`src/core/ebps_pkg.sv`:
```
package ebps_pkg;

  // Bus geometry
  localparam int          AV_ADDR_W = 16;
  localparam int          AV_DATA_W = 32;
  localparam logic [15:0] ROUTE_SEL_ADDR = 16'h1c00;

  // Field layout of the route select register
  localparam int          RSVD_TOP_BIT = 15;
  localparam int          PP_FIELD_LSB = 12;
  localparam int          PP_FIELD_W   = 3;
  localparam int          SP1_FIELD_LSB = 10;
  localparam int          SP1_FIELD_W   = 2;
  localparam logic [2:0]  PP_FIELD_RST  = 3'h0;
  localparam logic [1:0]  SP1_FIELD_RST = 2'h0;

  // Parallel port route codes
  localparam logic [2:0]  PP_MODE_LCD16     = 3'h0;
  localparam logic [2:0]  PP_MODE_SPI_GPIO  = 3'h1;
  localparam logic [2:0]  PP_MODE_LCD8_GPIO = 3'h2;
  localparam logic [2:0]  PP_MODE_LCD8_SPI  = 3'h3;
  localparam logic [2:0]  PP_MODE_LCD8_AUD  = 3'h4;
  localparam logic [2:0]  PP_MODE_LCD8_UART = 3'h5;
  localparam logic [2:0]  PP_MODE_SPI_AUD   = 3'h6;
  localparam logic [2:0]  PP_MODE_RSVD      = 3'h7;

  // Serial port 1 route codes
  localparam logic [1:0]  SP1_MODE_CARD = 2'h0;
  localparam logic [1:0]  SP1_MODE_AUD  = 2'h1;
  localparam logic [1:0]  SP1_MODE_GPIO = 2'h2;
  localparam logic [1:0]  SP1_MODE_RSVD = 2'h3;

  // Pin and signal counts
  localparam int          PP_PINS   = 21;
  localparam int          SP1_PINS  = 6;
  localparam int          LCD_SIGS  = 21;
  localparam int          SPI_SIGS  = 7;
  localparam int          UART_SIGS = 4;
  localparam int          AUD_SIGS  = 4;
  localparam int          PP_GPIO_SIGS = 8;
  localparam int          CARD_SIGS = 6;
  localparam int          SP1_GPIO_SIGS = 6;

  // Positions inside the flattened parallel port source vector
  localparam int          LCD_BASE  = 0;
  localparam int          SPI_BASE  = 21;
  localparam int          UART_BASE = 28;
  localparam int          AUD2_BASE = 32;
  localparam int          AUD3_BASE = 36;
  localparam int          PPG_BASE  = 40;
  localparam int          PP_SRCS   = 48;

  // Positions inside the flattened serial port 1 source vector
  localparam int          CARD_BASE = 0;
  localparam int          AUD1_BASE = 6;
  localparam int          SPG_BASE  = 10;
  localparam int          SP1_SRCS  = 16;

  // Lines gpio_lines_11_10 sit at these slots of the serial GPIO group
  localparam int          SPG_LINE10 = 4;

endpackage : ebps_pkg

```
`src/core/ebps_top.sv`:
```
// The implementer's own choice: the Avalon-MM interface to the registers.
`timescale 1ns/10ps
`default_nettype none

module ebps_top (
  // Clock and reset
  input  wire logic                                CORE_CLK_IN,
  input  wire logic                                RST_IN,
  // Avalon-MM slave
  input  wire logic [ebps_pkg::AV_ADDR_W-1:0]      AVS_ADDRESS_IN,
  input  wire logic                                AVS_READ_IN,
  input  wire logic                                AVS_WRITE_IN,
  input  wire logic [ebps_pkg::AV_DATA_W-1:0]      AVS_WRITEDATA_IN,
  input  wire logic [3:0]                          AVS_BYTEENABLE_IN,
  output logic      [ebps_pkg::AV_DATA_W-1:0]      AVS_READDATA_OUT,
  output logic                                     AVS_WAITREQUEST_OUT,
  // Parallel port pins
  input  wire logic [ebps_pkg::PP_PINS-1:0]        PP_PIN_IN,
  output logic      [ebps_pkg::PP_PINS-1:0]        PP_PIN_OUT,
  output logic      [ebps_pkg::PP_PINS-1:0]        PP_PIN_OE_N_OUT,
  // LCD bridge
  input  wire logic [ebps_pkg::LCD_SIGS-1:0]       LCD_OUT_IN,
  input  wire logic [ebps_pkg::LCD_SIGS-1:0]       LCD_OE_IN,
  output logic      [ebps_pkg::LCD_SIGS-1:0]       LCD_IN_OUT,
  // SPI
  input  wire logic [ebps_pkg::SPI_SIGS-1:0]       SPI_OUT_IN,
  input  wire logic [ebps_pkg::SPI_SIGS-1:0]       SPI_OE_IN,
  output logic      [ebps_pkg::SPI_SIGS-1:0]       SPI_IN_OUT,
  // UART
  input  wire logic [ebps_pkg::UART_SIGS-1:0]      UART_OUT_IN,
  input  wire logic [ebps_pkg::UART_SIGS-1:0]      UART_OE_IN,
  output logic      [ebps_pkg::UART_SIGS-1:0]      UART_IN_OUT,
  // Audio serial instance 2
  input  wire logic [ebps_pkg::AUD_SIGS-1:0]       AUDIO_SERIAL_INST2_OUT_IN,
  input  wire logic [ebps_pkg::AUD_SIGS-1:0]       AUDIO_SERIAL_INST2_OE_IN,
  output logic      [ebps_pkg::AUD_SIGS-1:0]       AUDIO_SERIAL_INST2_IN_OUT,
  // Audio serial instance 3
  input  wire logic [ebps_pkg::AUD_SIGS-1:0]       AUDIO_SERIAL_INST3_OUT_IN,
  input  wire logic [ebps_pkg::AUD_SIGS-1:0]       AUDIO_SERIAL_INST3_OE_IN,
  output logic      [ebps_pkg::AUD_SIGS-1:0]       AUDIO_SERIAL_INST3_IN_OUT,
  // Parallel port GPIO
  input  wire logic [ebps_pkg::PP_GPIO_SIGS-1:0]   PP_GPIO_OUT_IN,
  input  wire logic [ebps_pkg::PP_GPIO_SIGS-1:0]   PP_GPIO_OE_IN,
  output logic      [ebps_pkg::PP_GPIO_SIGS-1:0]   PP_GPIO_IN_OUT,
  // Serial port 1 pins
  input  wire logic [ebps_pkg::SP1_PINS-1:0]       SP1_PIN_IN,
  output logic      [ebps_pkg::SP1_PINS-1:0]       SP1_PIN_OUT,
  output logic      [ebps_pkg::SP1_PINS-1:0]       SP1_PIN_OE_N_OUT,
  // Card interface instance 1
  input  wire logic [ebps_pkg::CARD_SIGS-1:0]      CARD_IFACE_INST1_OUT_IN,
  input  wire logic [ebps_pkg::CARD_SIGS-1:0]      CARD_IFACE_INST1_OE_IN,
  output logic      [ebps_pkg::CARD_SIGS-1:0]      CARD_IFACE_INST1_IN_OUT,
  // Audio serial instance 1
  input  wire logic [ebps_pkg::AUD_SIGS-1:0]       AUDIO_SERIAL_INST1_OUT_IN,
  input  wire logic [ebps_pkg::AUD_SIGS-1:0]       AUDIO_SERIAL_INST1_OE_IN,
  output logic      [ebps_pkg::AUD_SIGS-1:0]       AUDIO_SERIAL_INST1_IN_OUT,
  // GPIO lines 11 to 6
  input  wire logic [ebps_pkg::SP1_GPIO_SIGS-1:0]  GPIO_LINES_11_TO_6_OUT_IN,
  input  wire logic [ebps_pkg::SP1_GPIO_SIGS-1:0]  GPIO_LINES_11_TO_6_OE_IN,
  output logic      [ebps_pkg::SP1_GPIO_SIGS-1:0]  GPIO_LINES_11_TO_6_IN_OUT
);
  import ebps_pkg::*;

  logic [2:0]          parallel_port_route_field;
  logic [1:0]          serial_port1_route_field;
  logic [PP_SRCS-1:0]  pp_src_out;
  logic [PP_SRCS-1:0]  pp_src_oe;
  logic [PP_SRCS-1:0]  pp_src_in_d;
  logic [PP_SRCS-1:0]  pp_src_in_q;
  logic [SP1_SRCS-1:0] sp1_src_out;
  logic [SP1_SRCS-1:0] sp1_src_oe;
  logic [SP1_SRCS-1:0] sp1_src_in_d;
  logic [SP1_SRCS-1:0] sp1_src_in_q;

  ebps_sel_reg u_sel_reg (
    .clk_in          (CORE_CLK_IN),
    .rst_in          (RST_IN),
    .address_in      (AVS_ADDRESS_IN),
    .read_in         (AVS_READ_IN),
    .write_in        (AVS_WRITE_IN),
    .writedata_in    (AVS_WRITEDATA_IN),
    .byteenable_in   (AVS_BYTEENABLE_IN),
    .readdata_out    (AVS_READDATA_OUT),
    .waitrequest_out (AVS_WAITREQUEST_OUT),
    .pp_field_out    (parallel_port_route_field),
    .sp1_field_out   (serial_port1_route_field)
  );

  // Flatten peripheral groups so each port's table indexes every one of its own sources
  assign pp_src_out = {PP_GPIO_OUT_IN, AUDIO_SERIAL_INST3_OUT_IN,
                       AUDIO_SERIAL_INST2_OUT_IN, UART_OUT_IN, SPI_OUT_IN, LCD_OUT_IN};
  assign pp_src_oe  = {PP_GPIO_OE_IN, AUDIO_SERIAL_INST3_OE_IN,
                       AUDIO_SERIAL_INST2_OE_IN, UART_OE_IN, SPI_OE_IN, LCD_OE_IN};
  assign sp1_src_out = {GPIO_LINES_11_TO_6_OUT_IN, AUDIO_SERIAL_INST1_OUT_IN,
                        CARD_IFACE_INST1_OUT_IN};
  assign sp1_src_oe  = {GPIO_LINES_11_TO_6_OE_IN, AUDIO_SERIAL_INST1_OE_IN,
                        CARD_IFACE_INST1_OE_IN};

  assign LCD_IN_OUT                = pp_src_in_q[LCD_BASE +: LCD_SIGS];
  assign SPI_IN_OUT                = pp_src_in_q[SPI_BASE +: SPI_SIGS];
  assign UART_IN_OUT               = pp_src_in_q[UART_BASE +: UART_SIGS];
  assign AUDIO_SERIAL_INST2_IN_OUT = pp_src_in_q[AUD2_BASE +: AUD_SIGS];
  assign AUDIO_SERIAL_INST3_IN_OUT = pp_src_in_q[AUD3_BASE +: AUD_SIGS];
  assign PP_GPIO_IN_OUT            = pp_src_in_q[PPG_BASE +: PP_GPIO_SIGS];
  assign CARD_IFACE_INST1_IN_OUT   = sp1_src_in_q[CARD_BASE +: CARD_SIGS];
  assign AUDIO_SERIAL_INST1_IN_OUT = sp1_src_in_q[AUD1_BASE +: AUD_SIGS];
  assign GPIO_LINES_11_TO_6_IN_OUT = sp1_src_in_q[SPG_BASE +: SP1_GPIO_SIGS];

  // Map entry: valid bit then source index
  function automatic logic [6:0] src_at(input int base, input int off);
    src_at = {1'b1, 6'(base + off)};
  endfunction : src_at

  // Parallel port table; unlisted pins stay undriven
  function automatic logic [6:0] pp_map(input logic [2:0] mode, input int p);
    pp_map = 7'h00;
    case (mode)
      PP_MODE_LCD16: pp_map = src_at(LCD_BASE, p);
      PP_MODE_SPI_GPIO: begin
        if (p < 7)       pp_map = src_at(SPI_BASE, p);
        else if (p < 13) pp_map = src_at(PPG_BASE, p - 7);
        else if (p < 17) pp_map = src_at(UART_BASE, p - 13);
        else             pp_map = src_at(AUD2_BASE, p - 17);
      end
      PP_MODE_LCD8_GPIO: begin
        if (p < 8)       pp_map = src_at(LCD_BASE, p);
        else if (p < 16) pp_map = src_at(PPG_BASE, p - 8);
      end
      PP_MODE_LCD8_SPI: begin
        if (p < 8)       pp_map = src_at(LCD_BASE, p);
        else if (p < 12) pp_map = src_at(SPI_BASE, p - 8);
        else if (p < 16) pp_map = src_at(AUD3_BASE, p - 12);
      end
      PP_MODE_LCD8_AUD: begin
        if (p < 8)       pp_map = src_at(LCD_BASE, p);
        else if (p < 12) pp_map = src_at(AUD2_BASE, p - 8);
        else if (p < 16) pp_map = src_at(UART_BASE, p - 12);
      end
      PP_MODE_LCD8_UART: begin
        if (p < 8)       pp_map = src_at(LCD_BASE, p);
        else if (p < 12) pp_map = src_at(SPI_BASE, p - 8);
        else if (p < 16) pp_map = src_at(UART_BASE, p - 12);
      end
      PP_MODE_SPI_AUD: begin
        if (p < 7)       pp_map = src_at(SPI_BASE, p);
        else if (p < 11) pp_map = src_at(AUD2_BASE, p - 7);
        else if (p < 15) pp_map = src_at(AUD3_BASE, p - 11);
        else             pp_map = src_at(PPG_BASE, p - 15);
      end
      default: pp_map = 7'h00;
    endcase
  endfunction : pp_map

  // Serial port 1 table
  function automatic logic [6:0] sp1_map(input logic [1:0] mode, input int p);
    sp1_map = 7'h00;
    case (mode)
      SP1_MODE_CARD: sp1_map = src_at(CARD_BASE, p);
      SP1_MODE_AUD: begin
        if (p < 4) sp1_map = src_at(AUD1_BASE, p);
        else       sp1_map = src_at(SPG_BASE + SPG_LINE10, p - 4);
      end
      SP1_MODE_GPIO: sp1_map = src_at(SPG_BASE, p);
      default: sp1_map = 7'h00;
    endcase
  endfunction : sp1_map

  // Pin drivers are flops, so a field change shows one clock later
  for (genvar gp = 0; gp < PP_PINS; gp++) begin : g_pp_pin
    logic [6:0] ent;
    assign ent = pp_map(parallel_port_route_field, gp);
    always_ff @(posedge CORE_CLK_IN) begin
      if (RST_IN) begin
        PP_PIN_OUT[gp]      <= 1'b0;
        PP_PIN_OE_N_OUT[gp] <= 1'b1;
      end else if (ent[6]) begin
        PP_PIN_OUT[gp]      <= pp_src_out[ent[5:0]];
        PP_PIN_OE_N_OUT[gp] <= ~pp_src_oe[ent[5:0]];
      end else begin
        PP_PIN_OUT[gp]      <= 1'b0;
        PP_PIN_OE_N_OUT[gp] <= 1'b1;
      end
    end
  end

  for (genvar gs = 0; gs < SP1_PINS; gs++) begin : g_sp1_pin
    logic [6:0] ent;
    assign ent = sp1_map(serial_port1_route_field, gs);
    always_ff @(posedge CORE_CLK_IN) begin
      if (RST_IN) begin
        SP1_PIN_OUT[gs]      <= 1'b0;
        SP1_PIN_OE_N_OUT[gs] <= 1'b1;
      end else if (ent[6]) begin
        SP1_PIN_OUT[gs]      <= sp1_src_out[ent[3:0]];
        SP1_PIN_OE_N_OUT[gs] <= ~sp1_src_oe[ent[3:0]];
      end else begin
        SP1_PIN_OUT[gs]      <= 1'b0;
        SP1_PIN_OE_N_OUT[gs] <= 1'b1;
      end
    end
  end

  // Inbound path; unrouted peripheral inputs see zero
  always_comb begin
    logic [6:0] e;
    e = 7'h00;
    pp_src_in_d = '0;
    for (int p = 0; p < PP_PINS; p++) begin
      e = pp_map(parallel_port_route_field, p);
      if (e[6]) pp_src_in_d[e[5:0]] = PP_PIN_IN[p];
    end
  end

  always_comb begin
    logic [6:0] e;
    e = 7'h00;
    sp1_src_in_d = '0;
    for (int p = 0; p < SP1_PINS; p++) begin
      e = sp1_map(serial_port1_route_field, p);
      if (e[6]) sp1_src_in_d[e[3:0]] = SP1_PIN_IN[p];
    end
  end

  always_ff @(posedge CORE_CLK_IN) begin
    if (RST_IN) begin
      pp_src_in_q  <= '0;
      sp1_src_in_q <= '0;
    end else begin
      pp_src_in_q  <= pp_src_in_d;
      sp1_src_in_q <= sp1_src_in_d;
    end
  end
endmodule : ebps_top

`default_nettype wire

```
`src/core/ebps_sel_reg.sv`:
```
`timescale 1ns/10ps
`default_nettype none

module ebps_sel_reg (
  // Clock and reset
  input  wire logic                            clk_in,
  input  wire logic                            rst_in,
  // Avalon-MM slave
  input  wire logic [ebps_pkg::AV_ADDR_W-1:0]  address_in,
  input  wire logic                            read_in,
  input  wire logic                            write_in,
  input  wire logic [ebps_pkg::AV_DATA_W-1:0]  writedata_in,
  input  wire logic [3:0]                      byteenable_in,
  output logic      [ebps_pkg::AV_DATA_W-1:0]  readdata_out,
  output logic                                 waitrequest_out,
  // Fields
  output logic      [2:0]                      pp_field_out,
  output logic      [1:0]                      sp1_field_out
);
  import ebps_pkg::*;

  logic        ack_q;
  logic        hit;
  logic [31:0] readdata_q;
  logic [2:0]  pp_field_q;
  logic [1:0]  sp1_field_q;

  assign hit             = (address_in == ROUTE_SEL_ADDR);
  // One wait state, so read data can come from a flop
  assign waitrequest_out = (read_in | write_in) & ~ack_q;
  assign readdata_out    = readdata_q;
  assign pp_field_out    = pp_field_q;
  assign sp1_field_out   = sp1_field_q;

  always_ff @(posedge clk_in) begin
    if (rst_in) begin
      ack_q <= 1'b0;
    end else begin
      ack_q <= (read_in | write_in) & ~ack_q;
    end
  end

  // Fields live in byte lane 1; top bit has no storage
  always_ff @(posedge clk_in) begin
    if (rst_in) begin
      pp_field_q  <= PP_FIELD_RST;
      sp1_field_q <= SP1_FIELD_RST;
    end else if (write_in && ack_q && hit && byteenable_in[1]) begin
      pp_field_q  <= writedata_in[PP_FIELD_LSB +: PP_FIELD_W];
      sp1_field_q <= writedata_in[SP1_FIELD_LSB +: SP1_FIELD_W];
    end
  end

  always_ff @(posedge clk_in) begin
    if (rst_in) begin
      readdata_q <= 32'h0;
    end else if (read_in && !ack_q) begin
      readdata_q <= 32'h0;
      if (hit) begin
        readdata_q[RSVD_TOP_BIT] <= 1'b0;
        readdata_q[PP_FIELD_LSB +: PP_FIELD_W]   <= pp_field_q;
        readdata_q[SP1_FIELD_LSB +: SP1_FIELD_W] <= sp1_field_q;
      end
    end
  end
endmodule : ebps_sel_reg

`default_nettype wire

```
`config.mk`:
```
export PLATFORM = sky130hd
export DESIGN_NAME = ebps_top
export DESIGN_NICKNAME = d
export VERILOG_FILES = /design/src/core/ebps_pkg.sv /design/src/core/ebps_top.sv /design/src/core/ebps_sel_reg.sv
export SDC_FILE = /design/constraint.sdc
export NUM_CORES = 1
export LEC_CHECK = 0
export BUFFER_PORTS_ARGS = -buffer_cell sky130_fd_sc_hd__buf_4
export CORE_AREA = 2 2 142 144
export CTS_CLUSTER_DIAMETER = 120
export DETAILED_ROUTE_END_ITERATION = 8
export DIE_AREA = 0 0 144 146
export HOLD_SLACK_MARGIN = 0.02
export PLACE_DENSITY = 0.67
export SETUP_SLACK_MARGIN = 0.05
export SYNTH_ARGS = -nofsm -noshare
export SYNTH_HDL_FRONTEND = slang
export SYNTH_SLANG_ARGS = --single-unit
```
`constraint.sdc`:
```
create_clock -name CORE_CLK_IN -period 4.8 [get_ports CORE_CLK_IN]
set_input_delay 0.48 -clock CORE_CLK_IN [delete_from_list [all_inputs] [get_ports CORE_CLK_IN]]
set_output_delay 0.48 -clock CORE_CLK_IN [all_outputs]
set_load 0.02 [all_outputs]
```
==> results.yml, run 1 <==
setup_path:
  crit_type: "flop to flop"
  start_kind: "flop"
  cp.required_ns: 5.12
  cp_max_fo: 37
  arrival_ns: 3.16
  cp-end-kind: "flop"
logic_synthesis:
  synth_most_common_cell: "dfxtp_1"
  yosysWarnings: 0
  syn_area_per_cell_um2: 9.13
  synth.top_cell.area_share: 0.390
  synth_common_cells: "dfxtp_1 (129), nor2_1 (71), nand2_1 (63)"
  synth_edf_count: 0
  ys_seq_area_frac: 0.390
  synthTopCellsByArea: "dfxtp_1 (39%), mux4_2 (6.5%), mux2i_1 (5.1%), buf_4 (4.2%), nor2_1 (4.0%)"
  synth_top_area_cell: "dfxtp_1"
  ys_ff_latch: 129
  async_reset_ff_frac: 0
  synthFlopType: "dfxtp_1"
  syn_area_um2: 6620
  yosysUniqueCellTypes: 68
  synth_cells: 725
clocking:
  cts_buffers: 17
  cts_hold_buffers: 0
  clockRootBuffer: "clkbuf_16"
  clk_latency_ns: 0.43
  cts_buffer_depth: 2
  h-tree-depth: 4
  cts_resized: 0
  cts.clk_slew.worst_paths_ns: 0.06
  cts_tree: "done"
  post-cts-setup-buffers: 0
  clock_sinks: 129
sta:
  timing.fmax_ghz: 0.352
  setup_violations: 0
  drv_slew: 0
  tightest_slew_ns: 1.21
  fin_ws_ns: 1.96
  finalSetupTns_ns: 0
  grt_setup_unrepaired: "no"
  period_needed_ns: 2.84
  slew-limit-headroom: 0.196
  hold_viol: 0
  finClkSkew_ns: 0.0148
  fin_crit_sh: 0.592
global_routing:
  grt_first_pass_wirelength_mm: 36.3
  overflow: 0
  grt_start_max_net_pins: 63
  grt_usage: 0.227
  antenna_found_initial: 0
  grt_pass1_vias: 6304
power:
  p_leak_uw: 0.00409
  finalPower_uw: 2790
  power.density_nw_per_um2: 295
  peakVddDrop_mv: 0.238
floorplan:
  die_w_um: 144
  die_y_um: 146
  dieArea_um2: 21000
  start_util: 0.343
  ios: 362
  rows: 51
  core_um2: 19300
cells_and_area:
  fin_nets: 1213
  area_growth_syn_to_layout_pct: 42.8
  layout-drive-gt1-share: 0.395
  num_antenna_cells: 0
route:
  routedWlPerCell_um: 19.1
  avgViaCountPerCell: 5.14
  drcViolationCount: 0
  drtIter0Drc: 467
  wl_mm: 24.3
  route.vias.total: 6540
  drtAntennaViolNets: 0
  drt_pre_antenna_iters: 6
placed_design:
  portBuffers: 304
  gp_congestion: 0.840
  dp_hpwl_mm: 18.1
  place_ws_ns: 2.06
min_path:
  hp-class: "primary input to flop"
status:
  status: "finished, final reports clean"
job:
  max-cap-violations: 0
-- critical path: stages (launching register included) --
cell      delay [ns]
dfxtp_2         0.85
clkinv_1        0.81
nand2_2         0.52
nor2_1          0.26
and3_1          0.28
-- power by group --
part	switching, µW	total [µW]	internal [µW]
clock network	519	1290	771
registers	10.5	1120	1110
logic	189	382	192
-- sequential cells by signal (all words and copies together), names as in the netlist --
| name | cells |
|---|---|
| SP1_PIN_OUT | 6 |
| PP_PIN_OE_N_OUT | 21 |
| sp1_src_in_q | 16 |
| pp_src_in_q | 48 |
| u_sel_reg.sp1_field_out | 2 |
| u_sel_reg.ack_q | 1 |
| u_sel_reg.pp_field_out | 3 |
| u_sel_reg.readdata_out | 5 |
| PP_PIN_OUT | 21 |
| SP1_PIN_OE_N_OUT | 6 |
-- kinds of logic after synthesis --
logic type | share of synthesized area
AND/OR/NAND/NOR | 0.194
other | 0.000566
AO/OA/AOI/OAI | 0.170
adder cells (fa/ha/maj) | 0.0178
multiplexers | 0.145
flip-flops | 0.390
buffers and inverters | 0.0833
-- final timing paths --
kind,start,slack (ns),depth (start not counted),end
setup / recovery,u_sel_reg.pp_field_out[0]$_SDFFE_PP0P_,1.96,4,pp_src_in_q[13]$_SDFF_PP0_
hold / removal,PP_PIN_IN[20],0.28,2,pp_src_in_q[20]$_SDFF_PP0_
setup reg to reg,u_sel_reg.pp_field_out[0]$_SDFFE_PP0P_,1.96,4,pp_src_in_q[13]$_SDFF_PP0_
hold reg to reg,u_sel_reg.readdata_out[14]$_SDFFE_PP0P_,0.46,2,u_sel_reg.readdata_out[14]$_SDFFE_PP0P_
-- layout by cell type, fill, tap and decap left out, types with 4 or more instances in the layout --
cell type and count:
or3_1 4, nor3_1 13, nor4_1 4, clkinv_4 5
inv_1 8, a221oi_1 15, nand2_1 63, or2_2 5
mux4_2 19, nand2b_1 20, and2_1 13, nor2b_1 10
o221ai_1 6, a22oi_1 10, ha_1 7, and3_1 9
nand3_1 16, nor2_1 71, mux2i_1 34, o22ai_1 11
nor4bb_1 4, a21o_1 4, a21oi_1 50, a211oi_1 9
clkbuf_16 17, mux2_2 17, buf_4 311, dfxtp_1 126
a2bb2oi_1 5, o21ai_0 25, conb_1 27
-- metrics by stage --
| step | area [µm²] | utilization | hold WS (ns) | std cells |
|---|---|---|---|---|
| after detailed placement | 8870 | 0.459 | 0.451 | 1241 |
| final | 9460 | 0.489 | 0.282 | 1273 |
| after global placement | 8870 | 0.459 | 0.441 | 1241 |
| after CTS | 9460 | 0.489 | 0.267 | 1273 |
| after global routing | 9460 | 0.489 | 0.271 | 1273 |
| after floorplan | 6720 | - | 0.450 | 751 |
-- cell type report --
class,instances,area (µm²)
sequential,129,2590
inverter,9,33.8
multi-input combinational,527,3590
clock buffer,18,429
fill,1915,9880
clock inverter,14,155
timing repair buffer,311,2330
tap,265,332
-- routing by layer --
metal / global-route usage / vias up / wire length [µm]
met1: 0.293 / 3038 / 10100
li1: - / 3115 / -
met5: 0 / - / 0
met2: 0.384 / 354 / 12000
met3: 0.0428 / 33 / 1810
met4: 0.0662 / 0 / 381
Power figures use the tool's default switching activity.
==> run 2, diff against run 1 <==
--- a/config.mk
+++ b/config.mk
@@ -11,7 +11,7 @@
 export DETAILED_ROUTE_END_ITERATION = 8
 export DIE_AREA = 0 0 144 146
 export HOLD_SLACK_MARGIN = 0.02
-export PLACE_DENSITY = 0.67
+export PLACE_DENSITY = 0.69
 export SETUP_SLACK_MARGIN = 0.05
 export SYNTH_ARGS = -nofsm -noshare
 export SYNTH_HDL_FRONTEND = slang
==> constraint.sdc (replaced) <==
create_clock -name CORE_CLK_IN -period 2.5 [get_ports CORE_CLK_IN]
set_input_delay 0.25 -clock CORE_CLK_IN [delete_from_list [all_inputs] [get_ports CORE_CLK_IN]]
set_output_delay 0.25 -clock CORE_CLK_IN [all_outputs]
set_load 0.02 [all_outputs]
==> run 2 against run 1 <==
  * Combinational power rose by 93%
  * Die area did not move
  * Clock-buffer cell count rose by 2
  * Critical path depth rose by 1
  * Global-route usage barely moved
  * Sequential cell count did not move
  * Core utilization rose by 0.78 points
  * Maximum frequency rose by 35%
  * Critical endpoint is now PP_PIN_OE_N_OUT[3]$_SDFF_PP1_
  * Largest power group unchanged
  * Highest routed layer unchanged
==> results.yml, run 2 (synthesis results as in run 1) <==
cells_and_area:
  final_cell_count_no_fill: 1293
  layout-drive-gt1-share: 0.408
  reg_top3: "pp_src_in_q x48, PP_PIN_OE_N_OUT x21, PP_PIN_OUT x21"
  largest_register: "pp_src_in_q"
  layout_common_cells: "buf_4 (330), dfxtp_1 (126), nor2_1 (71)"
  final_common_cell: "buf_4"
  fin_nets: 1233
  area_growth_syn_to_layout_pct: 45.1
  largest_reg_flops: 48
  num_antenna_cells: 0
global_routing:
  grt_start_max_net_pins: 62
  overflow: 0
  antenna_found_initial: 0
  grt_usage: 0.227
  grt_pass1_vias: 6366
  grt_first_pass_wirelength_mm: 36.6
setup_path:
  rr_endpoint: "PP_PIN_OE_N_OUT[3]$_SDFF_PP1_"
  cp_max_fo: 21
  reg2reg_depth: 5
  arrival_ns: 2.41
  rr_startpoint: "u_sel_reg.pp_field_out[1]$_SDFFE_PP0P_"
  crit_type: "flop to flop"
  crit_end: "PP_PIN_OE_N_OUT[3]$_SDFF_PP1_"
  reg2reg_slack_ns: 0.40
  start_kind: "flop"
  cp.required_ns: 2.81
  cp-end-kind: "flop"
  startpoint: "u_sel_reg.pp_field_out[1]$_SDFFE_PP0P_"
clocking:
  clock_sinks: 129
  clk_latency_ns: 0.42
  cts_buffer_depth: 2
  cts_tree: "done"
  cts.clk_slew.worst_paths_ns: 0.06
  cts_resized: 0
  clockRootBuffer: "clkbuf_16"
  post-cts-setup-buffers: 0
  h-tree-depth: 4
  cts_buffers: 17
  cts_hold_buffers: 0
power:
  switching_share: 0.257
  power_switching_uw: 1370
  combPwrFrac: 0.139
  power.density_nw_per_um2: 553
  clockPowerShare: 0.457
  power.internal_uw: 3950
  peakVddDrop_mv: 0.414
  p_leak_uw: 0.00418
  seqPwrFrac: 0.404
route:
  wl_mm: 24.5
  drtAntennaViolNets: 0
  drtIter0Drc: 519
  routedWlPerCell_um: 18.9
  drcViolationCount: 0
  route.vias.total: 6657
  drt_pre_antenna_iters: 5
  avgViaCountPerCell: 5.15
sta:
  finalSetupTns_ns: 0
  slew-limit-headroom: 0.493
  setup_violations: 0
  fin_crit_sh: 0.839
  timing.fmax_ghz: 0.477
  finClkSkew_ns: 0.00834
  period_needed_ns: 2.10
  drv_slew: 0
  hold_viol: 0
  tightest_slew_ns: 0.760
  grt_setup_unrepaired: "no"
floorplan:
  dieArea_um2: 21000
  rows: 51
  ios: 362
  start_util: 0.343
  core_um2: 19300
  die_y_um: 146
  die_w_um: 144
status:
  status: "finished, final reports clean"
placed_design:
  dpl.cell_count: 1261
  portBuffers: 304
  gp_congestion: 0.903
  dp_hpwl_mm: 18.4
min_path:
  hp-start: "PP_PIN_IN[19]"
  hp-class: "primary input to flop"
job:
  max-cap-violations: 0
-- run 2: layout make-up --
| cell class | instances | area, µm² |
|---|---|---|
| clock buffers | 20 | 467 |
| clock inverters | 12 | 106 |
| fillers | 1837 | 9730 |
| inverters | 9 | 33.8 |
| multi-input cells | 527 | 3590 |
| flip-flops and latches | 129 | 2590 |
| well taps | 265 | 332 |
| repair buffers | 331 | 2500 |
-- run 2: worst max-delay path: stages (launching register included) --
cell	delay [ns]
dfxtp_2	0.64
buf_4	0.29
nand2_1	0.29
nand2_2	0.31
nand2_1	0.17
a31o_2	0.26
-- run 2: power groups by stage --
stage | Combinational, µW | Clock, µW | Sequential, µW
floorplan | 244 | 0 | 2280
global placement | 727 | 0 | 2190
detailed placement | 734 | 0 | 2190
CTS | 737 | 2460 | 2150
global route | 786 | 2560 | 2150
finish | 737 | 2430 | 2150
-- run 2: worst min path at each step --
stage | end | slack, ns | cells after the start
4_1_cts | pp_src_in_q[19]$_SDFF_PP0_ | 0.05 | 2
3_3_place_gp | u_sel_reg.readdata_out[10]$_SDFFE_PP0P_ | 0.44 | 2
2_1_floorplan | pp_src_in_q[10]$_SDFF_PP0_ | 0.37 | 1
6_report | pp_src_in_q[19]$_SDFF_PP0_ | 0.06 | 2
3_5_place_dp | u_sel_reg.readdata_out[14]$_SDFFE_PP0P_ | 0.45 | 2
5_1_grt | pp_src_in_q[17]$_SDFF_PP0_ | 0.07 | 2
-- run 2: per-stage QoR --
stage          utilization  worst slack, ns  cell area (µm²)  hold WS, ns  power [µW]
5_1_grt              0.497            0.283             9610       0.0661        5500
3_3_place_gp         0.467            0.477             9030        0.442        2920
2_1_floorplan            -            0.587             6720        0.372        2520
3_5_place_dp         0.467            0.417             9030        0.449        2930
4_1_cts              0.497            0.393             9610       0.0456        5350
6_report             0.497            0.402             9610       0.0593        5310
-- run 2: per-layer routing --
layer  GRT usage  vias to the layer above  routed length, µm
li1            -                     3149                  -
met3      0.0520                       50               2200
met1       0.292                     3087               9760
met4      0.0843                        0                651
met2       0.369                      371              11900
met5           0                        -                  0
